[config.mk]
export PLATFORM = sky130hd
export DESIGN_NAME = touch_gesture_reader
export DESIGN_NICKNAME = d
export VERILOG_FILES = /design/src/rtl/touch_pkg.sv /design/src/rtl/touch_gesture_reader.sv /design/src/rtl/i2c_byte_engine.sv
export SDC_FILE = /design/constraint.sdc
export NUM_CORES = 1
export LEC_CHECK = 0
export ABC_CLOCK_PERIOD_IN_PS = 2500
export CORE_ASPECT_RATIO = 1.4
export CORE_MARGIN = 2
export CORE_UTILIZATION = 50
export DETAILED_ROUTE_END_ITERATION = 8
export DONT_BUFFER_PORTS = 1
export PLACE_DENSITY = 0.7
export SYNTH_ARGS = -nofsm -noshare
export SYNTH_HDL_FRONTEND = slang
export SYNTH_SLANG_ARGS = --single-unit
[constraint.sdc]
create_clock -name core_clk -period 2.5 [get_ports core_clk]
set_clock_uncertainty 0.05 [all_clocks]
set_input_delay 0.5 -clock core_clk [delete_from_list [all_inputs] [get_ports core_clk]]
set_output_delay 0.5 -clock core_clk [all_outputs]
set_load 0.01 [all_outputs]
[src/rtl/touch_pkg.sv]
// Purpose: Shared constants and types for the touch gesture reader.
// Assumes: 10 MHz core clock, standard-mode serial link to the panel.
// Notes: Byte layout of a panel report is fixed here; gesture codes are
//        listed for the host logic that classifies each report.
package touch_pkg;
  // Clock and link timing
  localparam int CLK_NS = 100;
  localparam int I2C_BIT_NS = 10000;
  // Quarter of a serial bit, rounded down, never below one cycle
  localparam int QUARTER_RAW = (I2C_BIT_NS / 4) / CLK_NS;
  localparam int QUARTER_CYC = (QUARTER_RAW < 1) ? 1 : QUARTER_RAW;

  // Result widths
  localparam int X_W = 10;
  localparam int Y_W = 9;
  localparam int CNT_W = 2;
  localparam int GEST_W = 8;
  localparam logic [1:0] MAX_POINTS = 2'h2;

  // Panel report layout: count, x1 hi/lo, y1 hi/lo, x2 hi/lo, y2 hi/lo, gesture
  localparam int READ_BYTES = 10;
  localparam int B_COUNT = 0;
  localparam int B_X1 = 1;
  localparam int B_Y1 = 3;
  localparam int B_X2 = 5;
  localparam int B_Y2 = 7;
  localparam int B_GEST = 9;

  // Bus framing bits
  localparam logic RW_WRITE = 1'b0;
  localparam logic RW_READ = 1'b1;
  localparam logic [7:0] IDLE_BYTE = 8'hFF;

  // One-point gestures (swipes step by two from north)
  localparam logic [7:0] G1_NORTH = 8'h10;
  localparam logic [7:0] G1_NORTH_WEST = 8'h1E;
  localparam logic [7:0] G1_CLICK = 8'h20;
  localparam logic [7:0] G1_DOUBLE_CLICK = 8'h22;
  localparam logic [7:0] G1_ROTATE_CW = 8'h28;
  localparam logic [7:0] G1_ROTATE_CCW = 8'h29;
  // Two-point gestures
  localparam logic [7:0] G2_NORTH = 8'h30;
  localparam logic [7:0] G2_NORTH_WEST = 8'h3E;
  localparam logic [7:0] G2_CLICK = 8'h40;
  localparam logic [7:0] G2_ZOOM_IN = 8'h48;
  localparam logic [7:0] G2_ZOOM_OUT = 8'h49;

  typedef enum logic [1:0] {OP_START, OP_STOP, OP_WRITE, OP_READ} i2c_op_t;

  // One byte-level command to the serial engine
  typedef struct packed {
    i2c_op_t op;
    logic [7:0] data;
    logic last;
  } i2c_cmd_t;

  typedef struct packed {
    logic [X_W-1:0] x;
    logic [Y_W-1:0] y;
  } touch_point_t;

  typedef struct packed {
    touch_point_t p1;
    touch_point_t p2;
    logic [CNT_W-1:0] count;
    logic [GEST_W-1:0] gesture;
  } touch_report_t;
endpackage

[src/rtl/touch_gesture_reader.sv]
// Purpose: Fetch touch reports from a panel controller and present them.
// Assumes: Panel request line is active low and asynchronous.
// Notes: Results change only when a full read completes, with ready.
`timescale 1ns/1ps
`default_nettype none
// What this block does
// (RULE_01) Clocked from one reference clock
// (RULE_02) System reset starts core known
// (RULE_03) Trigger wired to panel interrupt
// (RULE_04) Core drives serial clock as master
// (RULE_05) Data line driven, released for replies
// (RULE_06) Read panel, decode coordinates and gesture
// (RULE_07) Ready rises only with valid results
// (RULE_08) First point: 10-bit x, 9-bit y
// (RULE_09) Second point: 10-bit x, 9-bit y
// (RULE_10) Point count 2 bits, zero to two
// (RULE_11) Gesture reported as 8-bit code
// (RULE_12) One-point gesture codes fixed
// (RULE_13) Two-point gesture codes fixed
// (RULE_14) Host treats unknown code as touch
// (RULE_15) Low trigger requests a fetch
// (RULE_16) Reset drops ready, idles lines, aborts
// (RULE_17) Results stable until next read ends
module touch_gesture_reader #(
  parameter logic [6:0] PANEL_ADDR = 7'h38, // Arbitrary default address
  parameter logic [7:0] REPORT_REG = 8'h00,
  parameter int QUARTER = touch_pkg::QUARTER_CYC
) (
  input wire logic core_clk,
  input wire logic sys_rst,
  input wire logic touch_request_in,
  output logic result_valid_out,
  output logic [touch_pkg::X_W-1:0] first_point_x,
  output logic [touch_pkg::Y_W-1:0] first_point_y,
  output logic [touch_pkg::X_W-1:0] second_point_x,
  output logic [touch_pkg::Y_W-1:0] second_point_y,
  output logic [touch_pkg::CNT_W-1:0] point_count,
  output logic [touch_pkg::GEST_W-1:0] gesture_code,
  output logic panel_serial_clk,
  output logic panel_serial_data_out,
  output logic panel_serial_data_oe,
  input wire logic panel_serial_data_in
);
  typedef enum {
    ST_IDLE, ST_START, ST_ADDR_W, ST_REG, ST_RESTART, ST_ADDR_R,
    ST_READ, ST_STOP, ST_PUBLISH
  } fetch_state_t;

  localparam int IW = $clog2(touch_pkg::READ_BYTES);
  localparam logic [IW-1:0] LAST_IDX = IW'(touch_pkg::READ_BYTES - 1);

  fetch_state_t state;
  touch_pkg::touch_report_t report;
  touch_pkg::i2c_cmd_t cmd;
  logic [7:0] rx_buf [touch_pkg::READ_BYTES];
  logic [IW-1:0] idx;
  logic req_m;
  logic req_s;
  logic waiting;
  logic abort;
  logic cmd_valid;
  logic eng_busy;
  logic eng_done;
  logic eng_nack;
  logic [7:0] eng_data;

  // Ten-bit coordinate from high and low bytes
  function automatic logic [touch_pkg::X_W-1:0] coord_x(
    input logic [7:0] hi, input logic [7:0] lo);
    coord_x = {hi[1:0], lo};
  endfunction

  // Nine-bit coordinate from high and low bytes
  function automatic logic [touch_pkg::Y_W-1:0] coord_y(
    input logic [7:0] hi, input logic [7:0] lo);
    coord_y = {hi[0], lo};
  endfunction

  // Two-stage synchroniser on the panel request pin
  always_ff @(posedge core_clk) begin
    req_m <= touch_request_in;
    req_s <= req_m;
  end

  // Command for the current state
  always_comb begin
    cmd.op = touch_pkg::OP_WRITE;
    cmd.data = touch_pkg::IDLE_BYTE;
    cmd.last = 1'b0;
    unique case (state)
      ST_START, ST_RESTART: cmd.op = touch_pkg::OP_START;
      ST_STOP: cmd.op = touch_pkg::OP_STOP;
      ST_ADDR_W: cmd.data = {PANEL_ADDR, touch_pkg::RW_WRITE};
      ST_REG: cmd.data = REPORT_REG;
      ST_ADDR_R: cmd.data = {PANEL_ADDR, touch_pkg::RW_READ};
      ST_READ: begin
        cmd.op = touch_pkg::OP_READ;
        cmd.last = (idx == LAST_IDX);
      end
      default: ;
    endcase
  end

  assign cmd_valid = (state != ST_IDLE) && (state != ST_PUBLISH) &&
                     !eng_busy && !waiting;

  // One command in flight at a time
  always_ff @(posedge core_clk) begin
    if (sys_rst) begin
      waiting <= 1'b0;
    end else if (eng_done) begin
      waiting <= 1'b0;
    end else if (cmd_valid) begin
      waiting <= 1'b1;
    end
  end

  // Fetch sequence; a refused byte aborts to a stop
  // (RULE_16) reset abandons transfer
  always_ff @(posedge core_clk) begin
    if (sys_rst) begin
      state <= ST_IDLE;
      abort <= 1'b0;
      idx <= '0;
    end else begin
      unique case (state)
        ST_IDLE: begin
          abort <= 1'b0;
          idx <= '0;
          // (RULE_15) low request starts fetch
          if (!req_s) begin
            state <= ST_START;
          end
        end
        ST_START: if (eng_done) state <= ST_ADDR_W;
        ST_RESTART: if (eng_done) state <= ST_ADDR_R;
        ST_ADDR_W, ST_REG, ST_ADDR_R: begin
          if (eng_done && eng_nack) begin
            abort <= 1'b1;
            state <= ST_STOP;
          end else if (eng_done) begin
            state <= (state == ST_ADDR_W) ? ST_REG :
                     (state == ST_REG) ? ST_RESTART : ST_READ;
          end
        end
        ST_READ: begin
          if (eng_done) begin
            idx <= idx + IW'(1);
            if (idx == LAST_IDX) state <= ST_STOP;
          end
        end
        ST_STOP: if (eng_done) state <= abort ? ST_IDLE : ST_PUBLISH;
        ST_PUBLISH: state <= ST_IDLE;
      endcase
    end
  end

  // Capture read bytes by index
  // (RULE_06) collect panel report
  always_ff @(posedge core_clk) begin
    if (state == ST_READ && eng_done) begin
      rx_buf[idx] <= eng_data;
    end
  end

  // Decode into result registers only when a read completes
  always_ff @(posedge core_clk) begin
    if (sys_rst) begin
      report <= '0;
    end else if (state == ST_PUBLISH) begin
      // (RULE_08) first point widths
      report.p1.x <= coord_x(rx_buf[touch_pkg::B_X1],
                             rx_buf[touch_pkg::B_X1 + 1]);
      report.p1.y <= coord_y(rx_buf[touch_pkg::B_Y1],
                             rx_buf[touch_pkg::B_Y1 + 1]);
      // (RULE_09) second point widths
      report.p2.x <= coord_x(rx_buf[touch_pkg::B_X2],
                             rx_buf[touch_pkg::B_X2 + 1]);
      report.p2.y <= coord_y(rx_buf[touch_pkg::B_Y2],
                             rx_buf[touch_pkg::B_Y2 + 1]);
      // (RULE_10) clamp count to two
      report.count <= (rx_buf[touch_pkg::B_COUNT] > 8'(touch_pkg::MAX_POINTS))
                      ? touch_pkg::MAX_POINTS
                      : rx_buf[touch_pkg::B_COUNT][touch_pkg::CNT_W-1:0];
      // (RULE_11) gesture code passes through
      // (RULE_12) (RULE_13) fixed codes kept unchanged
      report.gesture <= rx_buf[touch_pkg::B_GEST];
    end
  end

  // Ready drops when a fetch starts, rises with new results
  // (RULE_07) rise with valid data
  always_ff @(posedge core_clk) begin
    if (sys_rst) begin
      result_valid_out <= 1'b0;
    end else if (state == ST_PUBLISH) begin
      result_valid_out <= 1'b1;
    end else if (state == ST_IDLE && !req_s) begin
      result_valid_out <= 1'b0;
    end
  end

  // (RULE_17) outputs only from report
  assign first_point_x = report.p1.x;
  assign first_point_y = report.p1.y;
  assign second_point_x = report.p2.x;
  assign second_point_y = report.p2.y;
  assign point_count = report.count;
  assign gesture_code = report.gesture;

  i2c_byte_engine #(.QUARTER(QUARTER)) u_engine (
    .core_clk(core_clk),
    .sys_rst(sys_rst),
    .cmd_valid(cmd_valid),
    .cmd(cmd),
    .busy(eng_busy),
    .done(eng_done),
    .nack(eng_nack),
    .rd_data(eng_data),
    .scl(panel_serial_clk),
    .sda_oe(panel_serial_data_oe),
    .sda_out(panel_serial_data_out),
    .sda_in(panel_serial_data_in)
  );
endmodule
`default_nettype wire

[src/rtl/i2c_byte_engine.sv]
// Purpose: Serial master engine, one start, stop or byte per command.
// Assumes: Each bit takes four quarter phases of QUARTER cycles.
// Notes: Data line is open drain; clock line is driven push-pull.
`timescale 1ns/1ps
`default_nettype none
module i2c_byte_engine #(
  parameter int QUARTER = touch_pkg::QUARTER_CYC
) (
  input wire logic core_clk,
  input wire logic sys_rst,
  input wire logic cmd_valid,
  input wire touch_pkg::i2c_cmd_t cmd,
  output logic busy,
  output logic done,
  output logic nack,
  output logic [7:0] rd_data,
  output logic scl,
  output logic sda_oe,
  output logic sda_out,
  input wire logic sda_in
);
  localparam int QW = $clog2(QUARTER + 1);
  touch_pkg::i2c_op_t op;
  logic [8:0] tx;
  logic [8:0] rx;
  logic [3:0] bit_idx;
  logic [1:0] phase;
  logic [QW-1:0] qcnt;
  logic sda_m;
  logic sda_s;
  logic next_scl;
  logic next_sda_hi;
  logic phase_end;
  logic is_bit;

  assign phase_end = busy && (qcnt == QW'(QUARTER - 1));
  assign is_bit = (op == touch_pkg::OP_WRITE) || (op == touch_pkg::OP_READ);

  // Two-stage synchroniser on the data pin
  always_ff @(posedge core_clk) begin
    sda_m <= sda_in;
    sda_s <= sda_m;
  end

  // Line levels for the current phase; lines hold while idle
  always_comb begin
    next_scl = scl;
    next_sda_hi = !sda_oe;
    if (busy) begin
      unique case (op)
        touch_pkg::OP_START: begin
          next_scl = (phase == 2'h1) || (phase == 2'h2);
          next_sda_hi = (phase < 2'h2);
        end
        touch_pkg::OP_STOP: begin
          next_scl = (phase != 2'h0);
          next_sda_hi = (phase >= 2'h2);
        end
        touch_pkg::OP_WRITE, touch_pkg::OP_READ: begin
          next_scl = (phase == 2'h1) || (phase == 2'h2);
          next_sda_hi = tx[8];
        end
      endcase
    end
  end

  // Pin registers; reset drives the clock high and releases the data line
  // (RULE_04) master drives clock
  always_ff @(posedge core_clk) begin
    if (sys_rst) begin
      scl <= 1'b1;
      sda_oe <= 1'b0;
      sda_out <= 1'b0;
    end else begin
      scl <= next_scl;
      // (RULE_05) release for reading
      sda_oe <= !next_sda_hi;
      sda_out <= 1'b0;
    end
  end

  // Command sequencing through phases and bits
  always_ff @(posedge core_clk) begin
    if (sys_rst) begin
      busy <= 1'b0;
      done <= 1'b0;
      nack <= 1'b0;
      rd_data <= 8'h00;
      op <= touch_pkg::OP_STOP;
      tx <= 9'h1FF;
      rx <= 9'h000;
      bit_idx <= 4'h0;
      phase <= 2'h0;
      qcnt <= '0;
    end else begin
      done <= 1'b0;
      if (!busy) begin
        if (cmd_valid) begin
          busy <= 1'b1;
          op <= cmd.op;
          phase <= 2'h0;
          qcnt <= '0;
          bit_idx <= 4'h0;
          // Read releases data bits, then acks unless last
          tx <= (cmd.op == touch_pkg::OP_READ) ?
                {touch_pkg::IDLE_BYTE, cmd.last} : {cmd.data, 1'b1};
        end
      end else if (!phase_end) begin
        qcnt <= qcnt + QW'(1);
      end else begin
        qcnt <= '0;
        phase <= phase + 2'h1;
        if (is_bit && phase == 2'h1) begin
          rx <= {rx[7:0], sda_s};
        end
        if (phase == 2'h3) begin
          if (is_bit && bit_idx < 4'h8) begin
            bit_idx <= bit_idx + 4'h1;
            tx <= {tx[7:0], 1'b1};
          end else begin
            busy <= 1'b0;
            done <= 1'b1;
            rd_data <= rx[8:1];
            nack <= rx[0];
          end
        end
      end
    end
  end
endmodule
`default_nettype wire

# Word-level counts from Yosys, hierarchy flattened
# Memory sizes are Yosys's and may differ from the RTL's. A register that Yosys moved wholly into a read port is not among the register bits.
# Cells that the tools add are included.
# W data, S select, Z words.
# totals
register_bits,89
output_inout_bits,52
mem_count,1
word_cells,157
ram_bits,80
inputBits,4
# mem_list
name,words,word_bits,read_ports,rd_ports_with_merged_regs,write_ports,line_no,source
rx_buf,10,8,10,9,1,touch_gesture_reader.sv:55,logic [7:0] rx_buf [touch_pkg::READ_BYTES];
# classes
mux,50
magnitude_cmp,4
n_reduce_logical,39
n_bitwise,4
addsub,4
eq_ne,33
# op_table
operator,count
$mux W32,8
$pmux W32 S7,1
$eq A32 B3 Y1 const B,6
$eq A32 B2 Y1 const B,2
$eq A32 B4 Y1 const B,2
$logic_not A32 Y1,2
$mux W9,6
$eq A32 B1 Y1 const B,1
$eq A32 B5 Y1 const B,1
$ne A32 B5 Y1 const B,1
$reduce_bool A32 Y1,1
$mux W4,7
$pmux W8 S3,1
$mux W5,3
$mux W1,13
$ne A2 B2 Y1 const B,6
$eq A2 B2 Y1 const B,5
$mux W2,5
$reduce_bool A2 Y1,5
$logic_and A1 B1 Y1,9
$add A4 B1 Y4 const B,2
$gt A8 B2 Y1 const B,1
$ne A2 B1 Y1 const B,4
$pmux W4 S2,1
24 further kinds,41

# Longest topological paths before layout
# logic_depth
ltp_word,7
mapped_depth,7
mapped_depth_nobuf,6

# Cells and area by module
# Synthesis repeated with hierarchy kept, for this count alone.
# unflattened
cells_unflattened,625
area_unflattened_um2,6417.4
# by_module_without_submodules
mod,seq_area_each_um2,cells_each,n_inst,area_each_um2
touch_gesture_reader,2842.7,378,1,4237.8
i2c_byte_engine,920.9,247,1,2179.6

# Least setup slack after synthesis
# Ideal clock, no wire load.
# synth_timing
path_kind,reg-to-reg
start,register state[2]
end,memory rx_buf[8][0] (enable)
path_slack_ns,0.584
setup_time_ns,0.383
path_buffers,0
arrival_ns,1.483
stages_incl_launch_ff,4
path_cell_list,dfxtp_1 and4bb_2 nand2_1 nor3_1
# synth_between
elab_chain_len,4
# synth_rtl
element,line_no,source
start: declaration,touch_gesture_reader.sv:52,fetch_state_t state;
start signal: assignment,touch_gesture_reader.sv:142,state <= (state == ST_ADDR_W) ? ST_REG :
start signal: assignment,touch_gesture_reader.sv:152,ST_STOP: if (eng_done) state <= abort ? ST_IDLE : ST_PUBLISH;
$eq A32 B4 Y1,touch_gesture_reader.sv:161,if (state == ST_READ && eng_done) begin
$logic_and A1 B1 Y1,touch_gesture_reader.sv:161,
$mux W1,touch_gesture_reader.sv:161,
$mux W1 (not written as such),touch_gesture_reader.sv:162,rx_buf[idx] <= eng_data;
end: declaration,touch_gesture_reader.sv:55,
# No other way between the ends.

# Worst setup path in the final report
# layout_timing
start,register state[0]
end,memory rx_buf[4][7] (enable)
# The elaborated chain is that of the path after synthesis.

==> summary.md <==
| Metric | Value |
|---|---|
| Port Buffers | 0 |
| Clock share of power | 0.468 |
| RR Startpoint | state[0] |
| CTS tree | done |
| CP Data Arrival Time | 2.04 ns |
| Final min period | 2.02 ns |
| VDD IR-drop max | between 0.4 and 0.5 mV |
| Via density | 5.51 |
| Warnings from Yosys | 0 |
| Fin crit share | 0.808 |
| Type of origin of the critical path | register |
| Max cap viols | 0 |
| Critical R2R Capture | rx_buf[4][7] |
| CTS Hold Bufs | 0 |
| WP data required | approximately 2.5 ns |
| First-pass GRT wire length | 18,200 um |
| GP Congestion | 0.775 |
| Initial antenna violation count | 0 |
| Post-synthesis compound-gate area fraction | 0.102 |
| Worst skew pair latency | roughly 0.42 ns |
| Mapped Avg Cell Area | between 10 and 15 sq um |
| Number of buffers and inverters on the critical path | 0 |
| Async SR Flop Fraction | 0 |
| Internal Power | roughly 4.2 mW |
| RSZ-0062 raised after global routing | false |
| LEAKAGE | about 2.3 nW |
| Die width | between 90 and 100 um |
| Adder-cell area share of the yosys netlist | 0.0226 |
| Mapped Area | between 6000 and 7000 sq um |
| Routed WL per cell | 15.5 um |
| Sequential power share | 0.504 |
| Layout cells sized above 1 | 0.102 |
| H-tree levels | 4 |
| Synth Area in XOR/XNOR | 0.00720 |
| Max Clk Rate | between 0.4 and 0.5 GHz |
| #FFs+latches synth | approximately 160 |
| Hold WC Path Type | in2reg |
| Worst Hold End | u_engine.sda_m |
| Cell taking the most area after synthesis | dfxtp_1 |
| Die area | ~13,000 sq um |
| Max-slew violation count | 0 |
| Nets | 578 |
| Post-synth top area share | 0.352 |
| Tot Pwr | about 5.4 mW |
| Crit end category | register |
| Hold path start | panel_serial_data_in |
| Top delay family on crit path | simple AND/OR/NAND/NOR gates |
| Number of global-route vias before repair | between 3,000 and 4,000 |
| Final hold vios | 0 |
| CP peak stage delay | around 0.44 ns |
| Worst slew pin tran | roughly 0.55 ns |
| Wirelength, routed | roughly 11,000 um |
| CP Cell Sequence | and4bb_2 -> nand2_1 -> nor3b_1 -> and2_1 |
| Rel. slew slack | 0.627 |
| Num CTS Buffers | 17 |
| GRT Total Usage | 0.175 |
| Switching part of the total | 0.220 |
| Synth Flop Type | dfxtp_1 |
| Area grow syn2layout | 11.6% |
| Setup TNS | 0 ns |
| Combinational power share | 0.028 |
| Status | completed |
| Core area | ~12,000 sq um |
| GRT Residual Overflow | 0 |
| Largest family of logic cells by synthesized area | simple AND/OR/NAND/NOR gates |
| Initial cell density of the core | 0.512 |
| Clk buf depth | 2 |
| Synth cell count leaders | 107 x dfxtp_1, 107 x nand2_1, 59 x a21oi_1 |
| CTS resizes | 0 |
| First drt pass iteration count | 7 |
| Syn nets | 585 |
| Worst R2R Setup Slack | 0.48 ns |
| CP max stage cell | and2_1 |
| Simple-Gate Fraction of Synth Area | 0.164 |
| Die Height | 135 um |
| # diodes | 0 |
| Final setup viols | 0 |
| Power density over the cells | about 800 nW/um^2 |
| Reg2Reg Depth | 4 |
| Multiplexer share of the synthesized area | 0.0514 |
| CTS root buf | clkbuf_16 |
| EDFF count, synth | 54 |
| Clock slew seen by the registers of the worst setup and hold paths | ~0.060 ns |
| ANT nets after route | 0 |
| Clock Sinks | between 150 and 200 |
| WS Path Type | reg2reg |
| Hold Path Stages | 0 |
| Post-DP HPWL | 7400 um |
| Cells after Synth | 570 |
| Residual DRC | 0 |
| Post-CTS Setup Bufs | 0 |
| CP Max Fanout | 8 |
| Boundary pin count | 56 |
| Largest net degree at the start of global routing | 114 |
| Seq/Total Area, Yosys | 0.618 |
| DR iter-0 viols | around 230 |
| Netlist cell types | 54 |
| Via count | 3,982 |
| Area contributors post-synth | dfxtp_1 35%, edfxtp_1 27%, nand2_1 6.6%, a21oi_1 4.9%, mux2i_1 4.8% |
| NetSw | roughly 1.2 mW |
| Num rows | 47 |
## metal layers
metal / vias up / global-route usage / wire length [um]
met5: - / 0 / 0
met2: 84 / 0.317 / 6040
met4: 0 / 0.0733 / 144
met1: 1914 / 0.194 / 4600
met3: 11 / 0.0487 / 467
li1: 1973 / - / -
## power by group through the flow
stage          sequential (mW)  clock (mW)  combinational, mW
2_1_floorplan             2.78           0              0.156
3_3_place_gp              2.79           0              0.148
3_5_place_dp              2.80           0              0.153
4_1_cts                   2.74        2.59              0.154
5_1_grt                   2.74        2.69              0.169
6_report                  2.74        2.54              0.153
## kinds of logic (layout without fill, tap and decap cells)
| family | count (synthesis) | in the layout |
|---|---|---|
| other cells | 1 | 1 |
| simple gates | 214 | 214 |
| mux | 31 | 31 |
| flops | 161 | 161 |
| xor+xnor | 5 | 5 |
| compound gates | 100 | 100 |
| buf+inv | 47 | 53 |
| fa+ha+maj | 11 | 11 |
## worst reg2reg max path, cell delays in order, from the launching register on
cell	delay [ns]
dfxtp_1	0.31
and4bb_2	0.35
nand2_1	0.15
nor3b_1	0.38
and2_1	0.44
## flip-flops by register name (all words and copies together), names as in the netlist, 5 cells and up, named ones only
signal	count
first_point_y	9
u_engine.tx	9
second_point_x	10
rx_buf	54
u_engine.rx	9
first_point_x	10
second_point_y	9
u_engine.qcnt	5
gesture_code	8
u_engine.rd_data	8
## how the worst max path moves through the flow
stage / startpoint / end / slack [ns] / cells past startpoint
floorplan: state[2] / rx_buf[8][0] / 0.58 / 3
global placement: state[0] / rx_buf[4][2] / 0.61 / 4
detailed placement: state[0] / rx_buf[4][3] / 0.50 / 4
CTS: state[0] / rx_buf[4][0] / 0.49 / 4
global route: state[0] / rx_buf[4][7] / 0.31 / 4
finish: state[0] / rx_buf[4][7] / 0.48 / 4
## placed cells by master, fill, tap and decap left out, types with 3 or more instances in the layout
cell / synthesis / routed
a2111oi_0: 6 / 6
a211oi_1: 8 / 8
a21oi_1: 59 / 59
a311oi_1: 3 / 3
and2_1: 9 / 9
buf_4: 3 / 12
clkbuf_16: 0 / 18
clkinv_4: 0 / 5
dfxtp_1: 107 / 107
edfxtp_1: 54 / 54
ha_1: 11 / 11
inv_1: 9 / 9
inv_6: 0 / 5
mux2i_1: 29 / 29
nand2_1: 107 / 107
nand2b_1: 6 / 6
nand3_1: 12 / 12
nor2_1: 37 / 37
nor2b_1: 6 / 6
nor3_1: 14 / 14
nor3b_1: 3 / 3
o21ai_0: 6 / 6
xor2_1: 3 / 3
## metrics by stage
stage	util	area, sq um	setup WS [ns]	hold slack (ns)	std cells
2_1_floorplan	-	6090	0.584	0.260	570
4_1_cts	0.572	6790	0.491	0.0409	723
5_1_grt	0.572	6790	0.315	0.0380	723
6_report	0.572	6790	0.480	0.0579	723
3_3_place_gp	0.522	6200	0.611	0.266	691
3_5_place_dp	0.522	6200	0.497	0.267	691
## final cells by class
cell class                 instances  area [sq um]
sequential                       161          3760
tap                              147           184
inverter                           9          33.8
fill                            1012          5090
clock buffer                      18           450
timing repair buffer              12          90.1
clock inverter                    14           143
multi-input combinational        362          2130
(Power assumes the default switching activity.)
